### config.mk
export PLATFORM = sky130hd
export DESIGN_NAME = cpm_plug_manager
export DESIGN_NICKNAME = d
export VERILOG_FILES = /design/src/cpm_pkg.sv /design/src/cpm_classifier.sv /design/src/cpm_lamps.sv /design/src/cpm_plug_manager.sv
export VERILOG_INCLUDE_DIRS = /design/src
export SDC_FILE = /design/constraint.sdc
export NUM_CORES = 1
export LEC_CHECK = 0
export ABC_AREA = 1
export BUFFER_PORTS_ARGS = -buffer_cell sky130_fd_sc_hd__buf_4
export CORE_MARGIN = 1
export CORE_UTILIZATION = 45
export DETAILED_ROUTE_END_ITERATION = 12
export PLACE_DENSITY = 0.81
export SETUP_SLACK_MARGIN = 0.05
export SYNTH_ARGS = -nofsm -noshare
export SYNTH_HDL_FRONTEND = slang
export SYNTH_HIERARCHICAL = 1
export SYNTH_SLANG_ARGS = --single-unit
### constraint.sdc
create_clock -name clk_sys -period 3.7 [get_ports clk_sys]
set_clock_uncertainty 0.1 [all_clocks]
set_input_delay 0.555 -clock clk_sys [delete_from_list [all_inputs] [get_ports clk_sys]]
set_output_delay 0.555 -clock clk_sys [all_outputs]
set_load 0.05 [all_outputs]
### src/cpm_defines.svh
// timing and field constants, plus the list of behaviours, for the plug manager
// What this block does
// - startup with blank plug copies internal memory
// - configuration change rewrites present plug automatically, except an other-unit plug
// - compatible plug supplies the working configuration
// - factory reset with plug stores defaults there
// - foreign-type plug raises error, enters fault state
// - fault holds until acknowledge; acknowledge copies memory
// - other-unit plug used, never overwritten automatically
// - other-unit copy only on operator transfer command
// - after other-unit start, erase memory next startup
// - fault lamp on: protected mode diagnostic interrupt
// - fault lamp on for internal error
// - bus lamp flashes on broken or inactive master
// - bus lamp flashes on missing or wrong parameters
// - power lamp lit while supplied
// - configuration mode distinct from protected mode
`ifndef CPM_DEFINES_SVH
`define CPM_DEFINES_SVH
`define CPM_FLASH_HALF_NS 500000000
`define CPM_CLK_NS        50
`define CPM_FLASH_CYCLES  (`CPM_FLASH_HALF_NS / `CPM_CLK_NS)
`define CPM_CNT_W         24
`define CPM_ID_W          16
`define CPM_OWN_TYPE_ID   16'h5a3c
`define CPM_UNIT_ID_W     16
`endif

### src/cpm_pkg.sv
// types shared by the plug manager modules
package cpm_pkg;
	typedef enum logic [1:0] {
		CPM_PLUG_BLANK,
		CPM_PLUG_FOREIGN,
		CPM_PLUG_OTHER,
		CPM_PLUG_OWN
	} cpm_class_t;

	typedef struct packed {
		logic        present;
		logic        valid;
		logic [15:0] typeId;
		logic [15:0] unitId;
	} cpm_plug_info_t;

	typedef struct packed {
		logic diagInterrupt;
		logic internalError;
		logic linkBroken;
		logic masterInactive;
		logic paramFault;
	} cpm_lamp_in_t;
endpackage : cpm_pkg

### src/cpm_classifier.sv
// combinational sort of plug contents into four classes
`timescale 1ns/1ns
`default_nettype none
`include "cpm_defines.svh"
module cpm_classifier
	import cpm_pkg::*;
(
	input  wire cpm_plug_info_t      info,
	input  wire logic [15:0]         ownUnitId,
	output var cpm_class_t           plugClass
);
	always_comb
	begin
		if (!info.valid)
			plugClass = CPM_PLUG_BLANK;
		else if (info.typeId != `CPM_OWN_TYPE_ID)
			plugClass = CPM_PLUG_FOREIGN;
		else if (info.unitId != ownUnitId)
			plugClass = CPM_PLUG_OTHER;
		else
			plugClass = CPM_PLUG_OWN;
	end
endmodule : cpm_classifier
`default_nettype wire

### src/cpm_lamps.sv
// device-level lamp drivers with flash divider
`timescale 1ns/1ns
`default_nettype none
`include "cpm_defines.svh"
module cpm_lamps
	import cpm_pkg::*;
#(
	parameter int FLASH_CYCLES = `CPM_FLASH_CYCLES
)
(
	input  wire logic         clk_sys,
	input  wire logic         reset,
	input  wire cpm_lamp_in_t lampIn,
	input  wire logic         protectedMode,
	input  wire logic         plugFault,
	output logic              systemFaultLamp_r,
	output logic              busFaultLamp_r,
	output logic              powerLamp_r
);
	logic [`CPM_CNT_W-1:0] flashCnt_r;
	logic [`CPM_CNT_W-1:0] flashCnt_nxt;
	logic                  flashPh_r;
	logic                  flashPh_nxt;
	logic                  sfNxt;
	logic                  bfNxt;
	logic                  busBad;

	always_comb
	begin
		flashCnt_nxt = flashCnt_r + `CPM_CNT_W'(1);
		flashPh_nxt  = flashPh_r;
		if (flashCnt_r == `CPM_CNT_W'(FLASH_CYCLES - 1))
		begin
			flashCnt_nxt = '0;
			flashPh_nxt  = !flashPh_r;
		end
		busBad = lampIn.linkBroken | lampIn.masterInactive
			| lampIn.paramFault;
		bfNxt = busBad & flashPh_r;
		sfNxt = (protectedMode & lampIn.diagInterrupt)
			| lampIn.internalError | plugFault;
	end

	always_ff @(posedge clk_sys)
	begin
		if (reset)
		begin
			flashCnt_r        <= '0;
			flashPh_r         <= 1'b0;
			systemFaultLamp_r <= 1'b0;
			busFaultLamp_r    <= 1'b0;
			powerLamp_r       <= 1'b1;
		end
		else
		begin
			flashCnt_r        <= flashCnt_nxt;
			flashPh_r         <= flashPh_nxt;
			systemFaultLamp_r <= sfNxt;
			busFaultLamp_r    <= bfNxt;
			powerLamp_r       <= 1'b1;
		end
	end
endmodule : cpm_lamps
`default_nettype wire

### src/cpm_plug_manager.sv
// configuration plug manager: startup source selection, write-back, lamps
`timescale 1ns/1ns
`default_nettype none
`include "cpm_defines.svh"
module cpm_plug_manager
	import cpm_pkg::*;
#(
	parameter int FLASH_CYCLES = `CPM_FLASH_CYCLES
)
(
	input  wire logic           clk_sys,
	input  wire logic           reset,
	input  wire logic           startup,
	input  wire cpm_plug_info_t plugInfo,
	input  wire logic [15:0]    ownUnitId,
	input  wire logic           configChanged,
	input  wire logic           factoryReset,
	input  wire logic           faultAck,
	input  wire logic           transferCmd,
	input  wire logic           copyDone,
	input  wire logic           configModeReq,
	input  wire cpm_lamp_in_t   lampIn,
	output logic                copyMemToPlug_r,
	output logic                copyDefaultsToPlug_r,
	output logic                usePlugConfig_r,
	output logic                eraseInternal_r,
	output logic                plugFault_r,
	output logic                plugError_r,
	output logic                operational_r,
	output logic                configMode_r,
	output logic                systemFaultLamp_r,
	output logic                busFaultLamp_r,
	output logic                powerLamp_r
);
	typedef enum logic [2:0] {
		CPM_IDLE,
		CPM_CLASSIFY,
		CPM_FAULT,
		CPM_RUN,
		CPM_COPY
	} cpm_state_t;

	cpm_state_t state_r;
	cpm_state_t state_nxt;
	cpm_class_t plugClass;
	logic       copyMem_nxt;
	logic       copyDef_nxt;
	logic       usePlug_nxt;
	logic       erase_nxt;
	logic       fault_nxt;
	logic       err_nxt;
	logic       oper_nxt;
	logic       cfgMode_nxt;
	logic       eraseArmed_r;
	logic       eraseArmed_nxt;
	logic       foreignPlug_r;
	logic       foreignPlug_nxt;
	logic       pendChange_r;
	logic       pendChange_nxt;

	cpm_classifier u_class (
		.info      (plugInfo),
		.ownUnitId (ownUnitId),
		.plugClass (plugClass)
	);

	cpm_lamps #(
		.FLASH_CYCLES (FLASH_CYCLES)
	) u_lamps (
		.clk_sys           (clk_sys),
		.reset             (reset),
		.lampIn            (lampIn),
		.protectedMode     (!configMode_r),
		.plugFault         (plugFault_r),
		.systemFaultLamp_r (systemFaultLamp_r),
		.busFaultLamp_r    (busFaultLamp_r),
		.powerLamp_r       (powerLamp_r)
	);

	always_comb
	begin
		state_nxt       = state_r;
		copyMem_nxt     = 1'b0;
		copyDef_nxt     = 1'b0;
		erase_nxt       = 1'b0;
		usePlug_nxt     = usePlugConfig_r;
		fault_nxt       = plugFault_r;
		err_nxt         = 1'b0;
		oper_nxt        = operational_r;
		cfgMode_nxt     = configModeReq;
		eraseArmed_nxt  = eraseArmed_r;
		foreignPlug_nxt = foreignPlug_r;
		pendChange_nxt  = pendChange_r | (configChanged & plugInfo.present);
		case (state_r)
		CPM_IDLE:
			if (startup)
				state_nxt = CPM_CLASSIFY;
		CPM_CLASSIFY:
		begin
			// erase belongs to the startup after an other-unit start
			if (eraseArmed_r)
			begin
				erase_nxt      = 1'b1;
				eraseArmed_nxt = 1'b0;
			end
			usePlug_nxt     = 1'b0;
			foreignPlug_nxt = 1'b0;
			pendChange_nxt  = 1'b0;
			oper_nxt        = 1'b1;
			state_nxt       = CPM_RUN;
			if (plugInfo.present)
			begin
				case (plugClass)
				CPM_PLUG_BLANK:
				begin
					copyMem_nxt = 1'b1;
					state_nxt   = CPM_COPY;
				end
				CPM_PLUG_FOREIGN:
				begin
					err_nxt   = 1'b1;
					fault_nxt = 1'b1;
					oper_nxt  = 1'b0;
					state_nxt = CPM_FAULT;
				end
				CPM_PLUG_OTHER:
				begin
					usePlug_nxt     = 1'b1;
					foreignPlug_nxt = 1'b1;
					eraseArmed_nxt  = 1'b1;
				end
				CPM_PLUG_OWN:
					usePlug_nxt = 1'b1;
				default:
					state_nxt = CPM_RUN;
				endcase
			end
			// a fault still waiting for its acknowledge survives a restart
			if (plugFault_r)
			begin
				copyMem_nxt = 1'b0;
				oper_nxt    = 1'b0;
				state_nxt   = CPM_FAULT;
			end
		end
		CPM_FAULT:
			if (faultAck)
			begin
				fault_nxt   = 1'b0;
				oper_nxt    = 1'b1;
				copyMem_nxt = 1'b1;
				state_nxt   = CPM_COPY;
			end
		CPM_RUN:
			if (factoryReset && plugInfo.present)
			begin
				copyDef_nxt    = 1'b1;
				pendChange_nxt = 1'b0;
				state_nxt      = CPM_COPY;
			end
			else if (transferCmd && foreignPlug_r && plugInfo.present)
			begin
				copyMem_nxt     = 1'b1;
				foreignPlug_nxt = 1'b0;
				pendChange_nxt  = 1'b0;
				state_nxt       = CPM_COPY;
			end
			else if (pendChange_r && !foreignPlug_r && !plugFault_r)
			begin
				copyMem_nxt    = 1'b1;
				pendChange_nxt = 1'b0;
				state_nxt      = CPM_COPY;
			end
		CPM_COPY:
			if (copyDone)
				state_nxt = CPM_RUN;
		default:
			state_nxt = CPM_IDLE;
		endcase
		if (startup && state_r != CPM_IDLE)
			state_nxt = CPM_CLASSIFY;
		// a change in the same cycle as a clear must not be lost
		if (configChanged && plugInfo.present)
			pendChange_nxt = 1'b1;
	end

	always_ff @(posedge clk_sys)
	begin
		if (reset)
		begin
			state_r              <= CPM_IDLE;
			copyMemToPlug_r      <= 1'b0;
			copyDefaultsToPlug_r <= 1'b0;
			usePlugConfig_r      <= 1'b0;
			eraseInternal_r      <= 1'b0;
			plugFault_r          <= 1'b0;
			plugError_r          <= 1'b0;
			operational_r        <= 1'b0;
			configMode_r         <= 1'b0;
			eraseArmed_r         <= 1'b0;
			foreignPlug_r        <= 1'b0;
			pendChange_r         <= 1'b0;
		end
		else
		begin
			state_r              <= state_nxt;
			copyMemToPlug_r      <= copyMem_nxt;
			copyDefaultsToPlug_r <= copyDef_nxt;
			usePlugConfig_r      <= usePlug_nxt;
			eraseInternal_r      <= erase_nxt;
			plugFault_r          <= fault_nxt;
			plugError_r          <= err_nxt;
			operational_r        <= oper_nxt;
			configMode_r         <= cfgMode_nxt;
			eraseArmed_r         <= eraseArmed_nxt;
			foreignPlug_r        <= foreignPlug_nxt;
			pendChange_r         <= pendChange_nxt;
		end
	end
endmodule : cpm_plug_manager
`default_nettype wire

Yosys cells after proc, flatten, opt, wreduce, memory -nomap -nowiden
Index checks and enable logic that the tools add are counted.

Register bits: 41. Input bits: 64. Output and inout bits: 11.

Add/subtract/negate cells: 1. Equal/unequal tests: 22. Muxes and demuxes: 46. Bitwise logic cells: 11. Reductions and logical operators: 27.

Operators with widths (count): 1-bit 2-to-1 mux (29); 24-bit by 1-bit adder with 24-bit output (second input constant) (1); 24-bit equality test (second input constant) (1); 3-bit 2-to-1 mux (8); 16-bit by 15-bit inequality test with 1-bit output (second input constant) (1); 16-bit inequality test (1); 3-bit case mux with 5 select lines (1); 2-bit inequality test (second input constant) (6); 4-bit AND reduction (3); 2-bit OR reduction (5); 3-bit inequality test (second input constant) (3); 1-bit case mux with 2 select lines (4); 1-bit logical AND (7); 3-bit by 2-bit equality test with 1-bit output (second input constant) (2); 3-bit case mux with 2 select lines (1); 5-bit inequality test (second input constant) (1); 1-bit bitwise OR (5); 2-bit equality test (second input constant) (2); 1-bit zero test (4); 2-bit 2-to-1 mux (2); 4-bit inequality test (second input constant) (1); 2-bit nonzero test (2); 1-bit AND (3); 3-bit by 1-bit equality test with 1-bit output (second input constant) (1); other kinds (11) (13).

Logic depth before layout (Yosys ltp)
Gate-level depths: netlist of the first run.

Depth after elaboration: 10. Depth in mapped cells: 14.

Hierarchy
Netlist of the first run, hierarchy kept.

Modules (own cells, without submodules): cpm_lamps (instances 1, cells each 206, area each 1458.9 um^2, seq. area each 540.5 um^2); cpm_plug_manager (instances 1, cells each 106, area each 696.9 um^2, seq. area each 280.3 um^2); cpm_classifier (instances 1, cells each 104, area each 402.9 um^2, seq. area each 0.0 um^2).

Worst setup path before layout of the first run
No wires, ideal clock.

Path kind: input port to flip-flop. Start: in ownUnitId[10]. End: reg copyMemToPlug_r. Arrival: 1.470 ns. Data required time: 3.468 ns. Slack: 1.998 ns. Stages on the path: 12. Cells stage by stage: nor2_1 > nor2_1 > nor2_1 > nand2_1 > nor2_1 > nand2_1 > a21oi_1 > inv_1 > nand3_1 > nor2_1 > nor2_1 > a21oi_1.

Cells in the longest elaborated chain, start to end: 9.

RTL lines: from (decl) (RTL line cpm_plug_manager.sv:15) `input wire logic [15:0] ownUnitId,`; 16-bit inequality test (RTL line cpm_classifier.sv:18) `else if (info.unitId != ownUnitId)`; 1-bit 2-to-1 mux (RTL line cpm_classifier.sv:18); 2-bit 2-to-1 mux (RTL line cpm_classifier.sv:16) `` else if (info.typeId != `CPM_OWN_TYPE_ID) ``; 2-bit 2-to-1 mux (RTL line cpm_classifier.sv:14) `if (!info.valid)`; named net plugClass[0] (RTL line cpm_plug_manager.sv:45) `cpm_class_t plugClass;`; 2-bit zero test (RTL line cpm_plug_manager.sv:113) `case (plugClass)`; 1-bit 2-to-1 mux (RTL line cpm_plug_manager.sv:113); 1-bit 2-to-1 mux (RTL line cpm_plug_manager.sv:111) `if (plugInfo.present)`; 1-bit 2-to-1 mux (RTL line cpm_plug_manager.sv:139) `if (plugFault_r)`; 1-bit case mux with 3 select lines (RTL line cpm_plug_manager.sv:94) `case (state_r)`; to (signal assigned) (RTL line cpm_plug_manager.sv:207) `copyMemToPlug_r <= copyMem_nxt;`; to (decl) (RTL line cpm_plug_manager.sv:23) `output logic copyMemToPlug_r,`.

The timed path passes the listed nets, and every way through them passes these cells. A chain may end at the register's enable or synchronous reset.

Worst setup path in the final report of the first run
Start: in ownUnitId[12]. End: reg state_r[1].

Cells in the longest elaborated chain, start to end: 9. Elaborated cells between the ends (all ways): 10. Classes of those cells: 2 x eq/ne; 7 x mux; 1 x reduce/logical.

RTL lines: 16-bit inequality test (*) (RTL line cpm_classifier.sv:18); 1-bit 2-to-1 mux (*) (RTL line cpm_classifier.sv:18); 2-bit 2-to-1 mux (*) (RTL line cpm_classifier.sv:16); 2-bit 2-to-1 mux (*) (RTL line cpm_classifier.sv:14); named net plugClass[0] (RTL line cpm_plug_manager.sv:45); 2-bit by 1-bit equality test with 1-bit output or 2-bit zero test (tied branches) (RTL line cpm_plug_manager.sv:113); 3-bit case mux with 2 select lines (*) (RTL line cpm_plug_manager.sv:113); 3-bit 2-to-1 mux (*) (RTL line cpm_plug_manager.sv:111); 3-bit 2-to-1 mux (*) (RTL line cpm_plug_manager.sv:139); 3-bit case mux with 5 select lines (*) (RTL line cpm_plug_manager.sv:94); to (signal assigned) (RTL line cpm_plug_manager.sv:206) `state_r <= state_nxt;`; to (decl) (RTL line cpm_plug_manager.sv:43) `cpm_state_t state_r;`.

Mark *: on every way through the listed nets, which the timed path passes. The rest lies on a longest branch.

==> summary.txt, run 1 <==
Clock Sinks -> 41
Synth Instances -> 416
Post-synth EDFFs -> 0
Worst Hold Path Cells -> 2
Post-synthesis register bit count -> 41
First-pass GRT wire length -> 10.5 mm
Fraction of layout cells with a size suffix above 1 -> 23.9%
Clk Latency, worst-skew pair -> 0.30 ns
WL/cell -> 10.5 um
Critical Path Sink Type -> flop
Post-DP HPWL -> 4.82 mm
Outcome -> complete, no violations
Setup Viol. Count Final -> 0
Unrepaired setup endpoints after global routing -> no
Core ar. -> 5510 um^2
Peak supply drop -> 0.319 mV
Crit. Startpoint -> ownUnitId[12]
Largest net degree at the start of global routing -> 22
Site Rows -> 27
CP max FO -> 3
I/O Pins -> 75
Nets -> 557
Setup WS pre-CTS -> 1.58 ns
Layout Cells excl Fill -> 565
H-tree levels -> 2
Clk slew on worst S/H paths -> 0.07 ns
Worst r2r path cells -> 6
Yosys cell types -> 33
Die Ht -> 77.4 um
Kind of start point of the critical path -> input port
GRT overflow -> 0
Register area share after synthesis -> 32.1%
Post-Synthesis Cell Area -> 2560 um^2
TritonCTS clock tree -> built
Leak -> 1.56 nW
Initial core utilization -> 46.5%
Pre-antenna DRT Iters -> 5
Gp weighted congestion -> 0.850
Die width -> 77.4 um
Overall power -> 1.17 mW
Worst setup margin -> 1.93 ns
Synthesized Nets -> 481
Vias/cell -> 4.72
Post-CTS Resized -> 0
Placed instance count -> 557
Post-synth top area cell -> dfxtp_1
DRC -> 0
Crit path kind -> in -> reg
Yosys warnings -> 6
Vias in the first global route -> 2619
Vias -> 2667
Filler cell count -> 528
Setup TNS -> 0 ns
DR iter-0 viols -> 103
Antenna violations before repair -> 0
Synth area leaders -> dfxtp_1 32%, nand2_1 17%, nor2_1 12%, inv_1 9.1%, nand3_1 4.9%
# diodes -> 0
Min-delay src -> eraseArmed_r
Post-Syn Area per Cell -> 6.15 um^2
WHS -> 0.335 ns
Fmax achieved -> 565 MHz
Biggest regs -> u_lamps/flashCnt_r x24, state_r x3
Largest Register -> u_lamps/flashCnt_r
WL final -> 5.92 mm
Hold Crit Class -> reg -> reg
Pwr Density -> 361 nW/um^2
Tmin final -> 1.77 ns
Reg2reg start -> u_lamps/flashCnt_r[0]
# Post-CTS Setup Buffers -> 0
Synthesis-to-finish area growth -> 27.1%
Root Driver -> clkbuf_8
CP required -> 3.83 ns
Async SR Flop Fraction -> 0%
Die area -> 5990 um^2
Maximum root-to-sink buffer count -> 2
Share of the synthesized area in the top cell type -> 32.1%
Port Buf Inserts -> 73
Number of max-cap violations -> 0
Crit path DAT -> 1.89 ns
Slew Limit Fails -> 0
Main synth FF type -> dfxtp_1
Max reg flops -> 24
Count leader, synth -> nand2_1
Antenna Violating Nets Remaining -> 0
Inserted Clock Buffers -> 5
Cts-stage hold buffer count -> 0
Final hold vios -> 0
Tcrit/Tclk final -> 47.8%
Synth cell count leaders -> 115 x nand2_1, 79 x nor2_1, 62 x inv_1, 41 x dfxtp_1, 25 x nand3_1
GRT Total Usage -> 21.7%
==> final cells by class <==
class	count	area (um^2)	area share [%]
clock buffers	7	96.3	2.96
clock inverters	1	5.00	0.154
inverters	66	248	7.62
multi-input cells	305	1440	44.4
flip-flops and latches	41	821	25.2
well taps	72	90.1	2.77
repair buffers	73	548	16.9
==> layer usage <==
layer,part of all wire [%],up-vias,track usage [%]
met5,0,-,0
met4,3.2,0,10.9
met3,3.7,20,4.82
met2,52,58,41.0
met1,41,1177,22.1
li1,-,1412,-
==> placed cells by master (no fill, tap or decap), types with 2 or more instances in the layout <==
cell / Yosys / layout
buf_4: 1 / 73
o21bai_1: 2 / 2
or2_0: 3 / 3
clkbuf_8: 0 / 7
nand3b_1: 2 / 2
xnor2_1: 3 / 3
nand2_1: 115 / 115
dfxtp_1: 41 / 41
o21ai_0: 2 / 2
inv_1: 62 / 62
nor2_2: 18 / 18
inv_2: 4 / 4
nand3_1: 25 / 25
nor2_4: 6 / 6
nor2_1: 79 / 79
xor2_1: 6 / 6
nand2_2: 5 / 5
a21oi_1: 18 / 18
nand4_1: 5 / 5
nor3_1: 5 / 5
==> power by group <==
part	internal [mW]	switching, mW
sequential	0.470	0.0336
combinational	0.137	0.212
clock	0.169	0.151
total	0.776	0.397
==> worst max-delay path, stage by stage <==
cell and delay [ns]:
buf_4 0.11, nor2_1 0.13, nor2_1 0.07, nor2_1 0.08, nand2_1 0.05, nor2_1 0.11, nand2_1 0.06, a21oi_1 0.22
inv_1 0.09, nand3_1 0.14, a21oi_1 0.08, nand2_1 0.06, nand2_1 0.04, nor2_1 0.09
==> worst paths after layout <==
check                     endpoint  slack, ns
max                     state_r[1]       1.93
min                eraseInternal_r       0.33
max reg2reg  u_lamps/flashCnt_r[2]       2.04
min reg2reg        eraseInternal_r       0.33
==> cells by family (layout without fill, tap and decap cells) <==
family | after synthesis | after routing | share of synthesized area [%]
simple gates | 269 | 269 | 47.4
flops | 41 | 41 | 32.1
xor+xnor | 9 | 9 | 3.08
fa+ha+maj | 1 | 1 | 0.489
buf+inv | 70 | 147 | 11.5
other cells | 1 | 1 | 0.147
compound gates | 25 | 25 | 5.33
==> metrics by stage <==
| step | area, um^2 | util, % |
|---|---|---|
| floorplan | 2560 | - |
| global placement | 3150 | 57.2 |
| detailed placement | 3150 | 57.2 |
| CTS | 3250 | 59.1 |
| global route | 3250 | 59.1 |
| finish | 3250 | 59.1 |
No activity file was read; power rests on OpenSTA's default activity.
==> run 2: changes to the inputs <==
--- a/config.mk
+++ b/config.mk
@@ -6,12 +6,12 @@
 export SDC_FILE = /design/constraint.sdc
 export NUM_CORES = 1
 export LEC_CHECK = 0
-export ABC_AREA = 1
+export ABC_AREA = 0
 export BUFFER_PORTS_ARGS = -buffer_cell sky130_fd_sc_hd__buf_4
 export CORE_MARGIN = 1
 export CORE_UTILIZATION = 45
 export DETAILED_ROUTE_END_ITERATION = 12
-export PLACE_DENSITY = 0.81
+export PLACE_DENSITY = 0.83
 export SETUP_SLACK_MARGIN = 0.05
 export SYNTH_ARGS = -nofsm -noshare
 export SYNTH_HDL_FRONTEND = slang
==> constraint.sdc (replaced) <==
create_clock -name clk_sys -period 1.78 [get_ports clk_sys]
set_clock_uncertainty 0.1 [all_clocks]
set_input_delay 0.267 -clock clk_sys [delete_from_list [all_inputs] [get_ports clk_sys]]
set_output_delay 0.267 -clock clk_sys [all_outputs]
set_load 0.05 [all_outputs]
==> summary.txt, run 2 <==
Crit path DAT -> 1.95 ns
Peak supply drop -> 0.505 mV
Tmin final -> 1.85 ns
Gp weighted congestion -> 0.857
Leading cell type in the layout, fill and taps excluded -> buf_4
WL final -> 6.76 mm
Antenna violations before repair -> 0
Worst path top cell family by delay -> buffers and inverters
Kind of start point of the critical path -> flop
Post-Syn Area per Cell -> 8.82 um^2
Synthesis-to-finish area growth -> 50.4%
Placed cell areas -> 2990 um^2
Seq pwr share -> 43.1%
Largest stage delay on the critical path -> 0.37 ns
Port Buf Inserts -> 73
Worst setup margin -> -0.0737 ns
Nets -> 418
Worst Hold Path Cells -> 2
First-pass GRT wire length -> 9.88 mm
Cts-stage hold buffer count -> 0
Initial core utilization -> 46.9%
Synthesized Nets -> 318
Site Rows -> 25
Worst r2r path cells -> 7
Die area -> 5240 um^2
Crit path kind -> reg -> reg
Clk slew on worst S/H paths -> 0.08 ns
Count leader, synth -> dfxtp_1
Pre-antenna DRT Iters -> 5
Fmax achieved -> 539 MHz
Clock Sinks -> 41
Post-synth top area cell -> dfxtp_1
Overall power -> 2.23 mW
Yosys warnings -> 6
Slew Limit Fails -> 0
Min-delay src -> lampIn[0]
Switching Fraction -> 24.1%
Net Switching -> 537 uW
Share of the synthesized area in the top cell type -> 36.8%
Vias/cell -> 5.59
Core ar. -> 4750 um^2
Main synth FF type -> dfxtp_1
Synth Instances -> 253
Synth cell count leaders -> 41 x dfxtp_1, 29 x nor2_1, 24 x xnor2_1, 17 x nand4_1, 13 x nand2_1
Clk Latency, worst-skew pair -> 0.30 ns
DRC -> 0
Int Pwr -> 1.69 mW
Vias -> 2353
GRT Total Usage -> 24.1%
Final hold vios -> 0
Hold Crit Class -> in -> reg
Setup Viol. Count Final -> 14
Clock power frac -> 39.9%
Synth area leaders -> dfxtp_1 37%, xnor2_1 9.4%, nor2_1 4.9%, nand4_1 4.8%, xor2_1 2.7%
CP max stage cell -> dfxtp_4
R2R setup slack -> -0.07 ns
Vias in the first global route -> 2153
Inserted Clock Buffers -> 5
WP buf/inv -> 3
Commonest non-fill, non-tap cells in the layout -> 101 x buf_4, 30 x dfxtp_1, 22 x nor2_1, 21 x xnor2_1, 17 x nand4_1
Post-synth EDFFs -> 0
Die Ht -> 72.4 um
Root Driver -> clkbuf_8
Hold endpoint -> u_lamps/busFaultLamp_r
WL/cell -> 16.1 um
Crit path cell chain -> nor4_4, nand4_1, buf_6, o41ai_4, buf_4, buf_6, nor2_1
TritonCTS clock tree -> built
Crit-path most repeated cell -> buf_6
Post-layout util -> 70.6%
Post-synthesis register bit count -> 41
Number of max-cap violations -> 0
Biggest regs -> u_lamps/flashCnt_r x24, state_r x3
Largest Register -> u_lamps/flashCnt_r
Yosys cell types -> 57
GRT overflow -> 0
Fraction of layout cells with a size suffix above 1 -> 45.2%
Async SR Flop Fraction -> 0%
Leak -> 1.35 nW
Die width -> 72.4 um
# diodes -> 0
Logic pwr share -> 17.0%
Post-Synthesis Cell Area -> 2230 um^2
Maximum root-to-sink buffer count -> 2
H-tree levels -> 2
CP max FO -> 6
Register area share after synthesis -> 36.8%
Fin area -> 3360 um^2
Failing checks -> negative setup slack
R2R Path End -> u_lamps/flashCnt_r[4]
Max reg flops -> 24
Post-DP HPWL -> 4.34 mm
Tcrit/Tclk final -> 104%
DR iter-0 viols -> 239
I/O Pins -> 75
Largest net degree at the start of global routing -> 24
Outcome -> complete, but fails checks
Antenna Violating Nets Remaining -> 0
Critical Path Sink Type -> flop
Pwr Density -> 664 nW/um^2
Unrepaired setup endpoints after global routing -> yes
CP required -> 1.87 ns
Reg2reg start -> u_lamps/flashCnt_r[17]
[run 2: cell families after synthesis]
group / synth area share, %
muxes: 1.85
AOI/OAI and AO/OA: 12.1
adders and majority gates: 0.561
DFF: 36.8
and+or+nand+nor: 31.5
xor gates and xnor gates: 12.2
buffers and inverters: 4.88
other: 0.168
[run 2: worst max-delay path by stage]
stage / depth (start not counted) / slack (ns) / end / start
2_1_floorplan: 4 / 0.04 / u_lamps/flashCnt_r[23] / u_lamps/flashCnt_r[4]
3_3_place_gp: 7 / -0.17 / copyMemToPlug_r / plugInfo[23]
3_5_place_dp: 7 / -0.21 / copyMemToPlug_r / plugInfo[23]
4_1_cts: 6 / 0.04 / u_lamps/flashCnt_r[10] / u_lamps/flashCnt_r[2]
5_1_grt: 7 / -0.09 / u_lamps/flashCnt_r[4] / u_lamps/flashCnt_r[17]
6_report: 7 / -0.07 / u_lamps/flashCnt_r[4] / u_lamps/flashCnt_r[17]
[run 2: per-layer routing]
metal	up-vias	wire, um	track usage (%)	share of wire [%]
met2	107	3420	42.6	51
li1	1120	-	-	-
met5	-	0	0	0
met1	1099	2780	29.2	41
met4	0	158	10.5	2.3
met3	27	402	3.33	5.9
[run 2: layout make-up]
cell class	count	area, um^2
inverter	10	37.5
clock inverter	3	65.1
timing repair buffer	105	801
clock buffer	5	68.8
fill	346	1400
multi-input combinational	190	1450
tap	67	83.8
sequential	41	847
[run 2: timing repair]
item	CTS	global route
setup endpoints to repair	16	27
gates resized for setup	14	25
buffers inserted	6	4
gates cloned	1	0
pin swaps	3	14
[run 2: power groups by stage]
stage / Clock (mW) / Sequential (mW) / Combinational, mW
floorplan: 0 / 1.00 / 0.169
global placement: 0 / 0.984 / 0.340
detailed placement: 0 / 0.985 / 0.349
CTS: 0.886 / 0.962 / 0.356
global route: 0.929 / 0.964 / 0.404
finish: 0.889 / 0.960 / 0.378
[run 2: per-stage QoR]
stage          setup WS (ns)  hold WS (ns)  TNS (ns)  cells
6_report             -0.0737        0.0748    -0.716    421
5_1_grt              -0.0906        0.0887     -1.40    421
4_1_cts               0.0406        0.0774         0    417
3_5_place_dp          -0.205         0.350    -0.877    402
3_3_place_gp          -0.165         0.341    -0.548    402
2_1_floorplan         0.0393         0.239         0    253
==> run 3: changes to the inputs <==
--- a/config.mk
+++ b/config.mk
@@ -6,14 +6,15 @@
 export SDC_FILE = /design/constraint.sdc
 export NUM_CORES = 1
 export LEC_CHECK = 0
-export ABC_AREA = 0
-export BUFFER_PORTS_ARGS = -buffer_cell sky130_fd_sc_hd__buf_4
+export ABC_AREA = 1
 export CORE_MARGIN = 1
 export CORE_UTILIZATION = 45
 export DETAILED_ROUTE_END_ITERATION = 12
-export PLACE_DENSITY = 0.83
+export DONT_BUFFER_PORTS = 1
+export PLACE_DENSITY = 0.7
 export SETUP_SLACK_MARGIN = 0.05
 export SYNTH_ARGS = -nofsm -noshare
 export SYNTH_HDL_FRONTEND = slang
 export SYNTH_HIERARCHICAL = 1
 export SYNTH_SLANG_ARGS = --single-unit
+export TNS_END_PERCENT = 1
==> summary.txt, run 3 (synthesis results as in run 1) <==
Outcome -> complete, no violations
Reg2reg start -> u_lamps/flashCnt_r[0]
Die Ht -> 77.4 um
Die area -> 5990 um^2
CP max stage cell -> dfxtp_1
Worst setup margin -> 0.234 ns
Switching Fraction -> 33.5%
WP buf/inv -> 0
Setup Viol. Count Final -> 0
Final hold vios -> 0
# diodes -> 0
Biggest regs -> u_lamps/flashCnt_r x24, state_r x3
Crit path DAT -> 1.64 ns
Pre-antenna DRT Iters -> 6
GRT overflow -> 0
Setup TNS -> 0 ns
Antenna Violating Nets Remaining -> 0
Leading cell type in the layout, fill and taps excluded -> nand2_1
Number of max-cap violations -> 0
Worst Hold Path Cells -> 2
Slew Limit Fails -> 0
Antenna violations before repair -> 0
Worst r2r path cells -> 8
Placed instance count -> 485
Max reg flops -> 24
DRC -> 0
Vias -> 2351
Port Buf Inserts -> 0
CP max FO -> 5
Seq pwr share -> 47.0%
I/O Pins -> 75
Crit path kind -> reg -> reg
Fin area -> 2760 um^2
Slew margin rel. -> 64.7%
Net Switching -> 794 uW
R2R setup slack -> 0.23 ns
Site Rows -> 27
Int Pwr -> 1.58 mW
Logic pwr share -> 21.5%
WL/cell -> 10.2 um
WL final -> 5.05 mm
Hold endpoint -> u_lamps/systemFaultLamp_r
Tcrit/Tclk final -> 86.9%
CP required -> 1.87 ns
Nets -> 488
Clk slew on worst S/H paths -> 0.08 ns
Synthesis-to-finish area growth -> 7.87%
Core ar. -> 5510 um^2
Levels on crit path -> 8
DR iter-0 viols -> 113
Actual slew at the worst max-slew pin -> 0.529 ns
Gp weighted congestion -> 0.842
Tmin final -> 1.55 ns
Post-DP HPWL -> 3.97 mm
Largest net degree at the start of global routing -> 22
Commonest non-fill, non-tap cells in the layout -> 115 x nand2_1, 79 x nor2_1, 62 x inv_1, 41 x dfxtp_1, 25 x nand3_1
First-pass GRT wire length -> 9.39 mm
Maximum root-to-sink buffer count -> 2
Die width -> 77.4 um
Leak -> 1.22 nW
R2R Path End -> u_lamps/flashCnt_r[16]
Root Driver -> clkbuf_8
Worst path top cell family by delay -> simple AND/OR/NAND/NOR gates
Critical Path Sink Type -> flop
Largest Register -> u_lamps/flashCnt_r
Vias/cell -> 4.74
# Post-CTS Setup Buffers -> 0
Hold Crit Class -> in -> reg
GRT Total Usage -> 19.1%
Layout Cells excl Fill -> 496
Fmax achieved -> 647 MHz
Fraction of layout cells with a size suffix above 1 -> 10.6%
Placed cell areas -> 2610 um^2
H-tree levels -> 2
Clock power frac -> 31.5%
TritonCTS clock tree -> built
Clock Sinks -> 41
Vias in the first global route -> 2316
Post-layout util -> 50.1%
Initial core utilization -> 46.5%
Unrepaired setup endpoints after global routing -> no
Pwr Density -> 859 nW/um^2
Largest stage delay on the critical path -> 0.37 ns
Kind of start point of the critical path -> flop
Peak supply drop -> 0.630 mV
Crit path cell chain -> ha_1, nand2_1, nor2_2, nand2_1, nor2_4, nand3_1, nand3_1, nor2_1
Min-delay src -> lampIn[4]
Setup WS pre-CTS -> 0.104 ns
Inserted Clock Buffers -> 5
Clk Latency, worst-skew pair -> 0.30 ns
==> run 3: cell count changes in the layout (fill, tap and decap cells not counted), sizes merged, moves of 5 or more <==
cell and delta:
or4 -5, nand3 +17, buf -104, inv +56, nand2 +108, nor4 -8, xnor2 -21, nand4 -13
a21oi +7, nor2 +73
==> run 3: worst reg2reg max path: stages, from the launching register on <==
cell and delay, ns:
dfxtp_1 0.37, ha_1 0.20, nand2_1 0.09, nor2_2 0.14, nand2_1 0.14, nor2_4 0.17, nand3_1 0.10, nand3_1 0.09
nor2_1 0.04
==> run 3: power by group through the flow <==
stage / clock network [mW] / registers (mW) / logic, mW
final: 0.747 / 1.12 / 0.510
after global placement: 0 / 1.13 / 0.489
after CTS: 0.769 / 1.12 / 0.509
after global routing: 0.810 / 1.13 / 0.591
after detailed placement: 0 / 1.14 / 0.500
after floorplan: 0 / 1.13 / 0.418
==> run 3: final cells by class <==
cell class | instances | area (um^2)
fill | 572 | 2750
sequential | 41 | 821
timing repair buffer | 4 | 37.5
inverter | 66 | 248
multi-input combinational | 305 | 1450
clock buffer | 6 | 72.6
clock inverter | 2 | 38.8
tap | 72 | 90.1
==> run 3: metal layers <==
| metal | routed length (um) | track usage (%) |
|---|---|---|
| met5 | 0 | 0 |
| met4 | 53 | 5.28 |
| met3 | 271 | 5.65 |
| met2 | 2470 | 33.9 |
| met1 | 2260 | 22.1 |
==> run 3: what timing repair did <==
action | CTS | global route
resized for setup | 0 | 1
hold buffers | 3 | 0
setup endpoints to repair | 0 | 14
hold endpoints to repair | 12 | 0
==> run 3: worst max-delay path by stage <==
stage | from | end | slack, ns
floorplan | u_lamps/flashCnt_r[0] | u_lamps/flashCnt_r[15] | 0.36
global placement | ownUnitId[12] | state_r[1] | 0.15
detailed placement | ownUnitId[12] | state_r[1] | 0.10
CTS | u_lamps/flashCnt_r[0] | u_lamps/flashCnt_r[11] | 0.16
global route | u_lamps/flashCnt_r[0] | u_lamps/flashCnt_r[16] | 0.07
finish | u_lamps/flashCnt_r[0] | u_lamps/flashCnt_r[16] | 0.23
==> run 3: through the flow <==
step | hold slack [ns] | total power [mW]
2_1_floorplan | 0.236 | 1.55
3_3_place_gp | 0.238 | 1.62
3_5_place_dp | 0.240 | 1.64
4_1_cts | 0.000443 | 2.39
5_1_grt | 0.00213 | 2.53
6_report | 0.00605 | 2.37
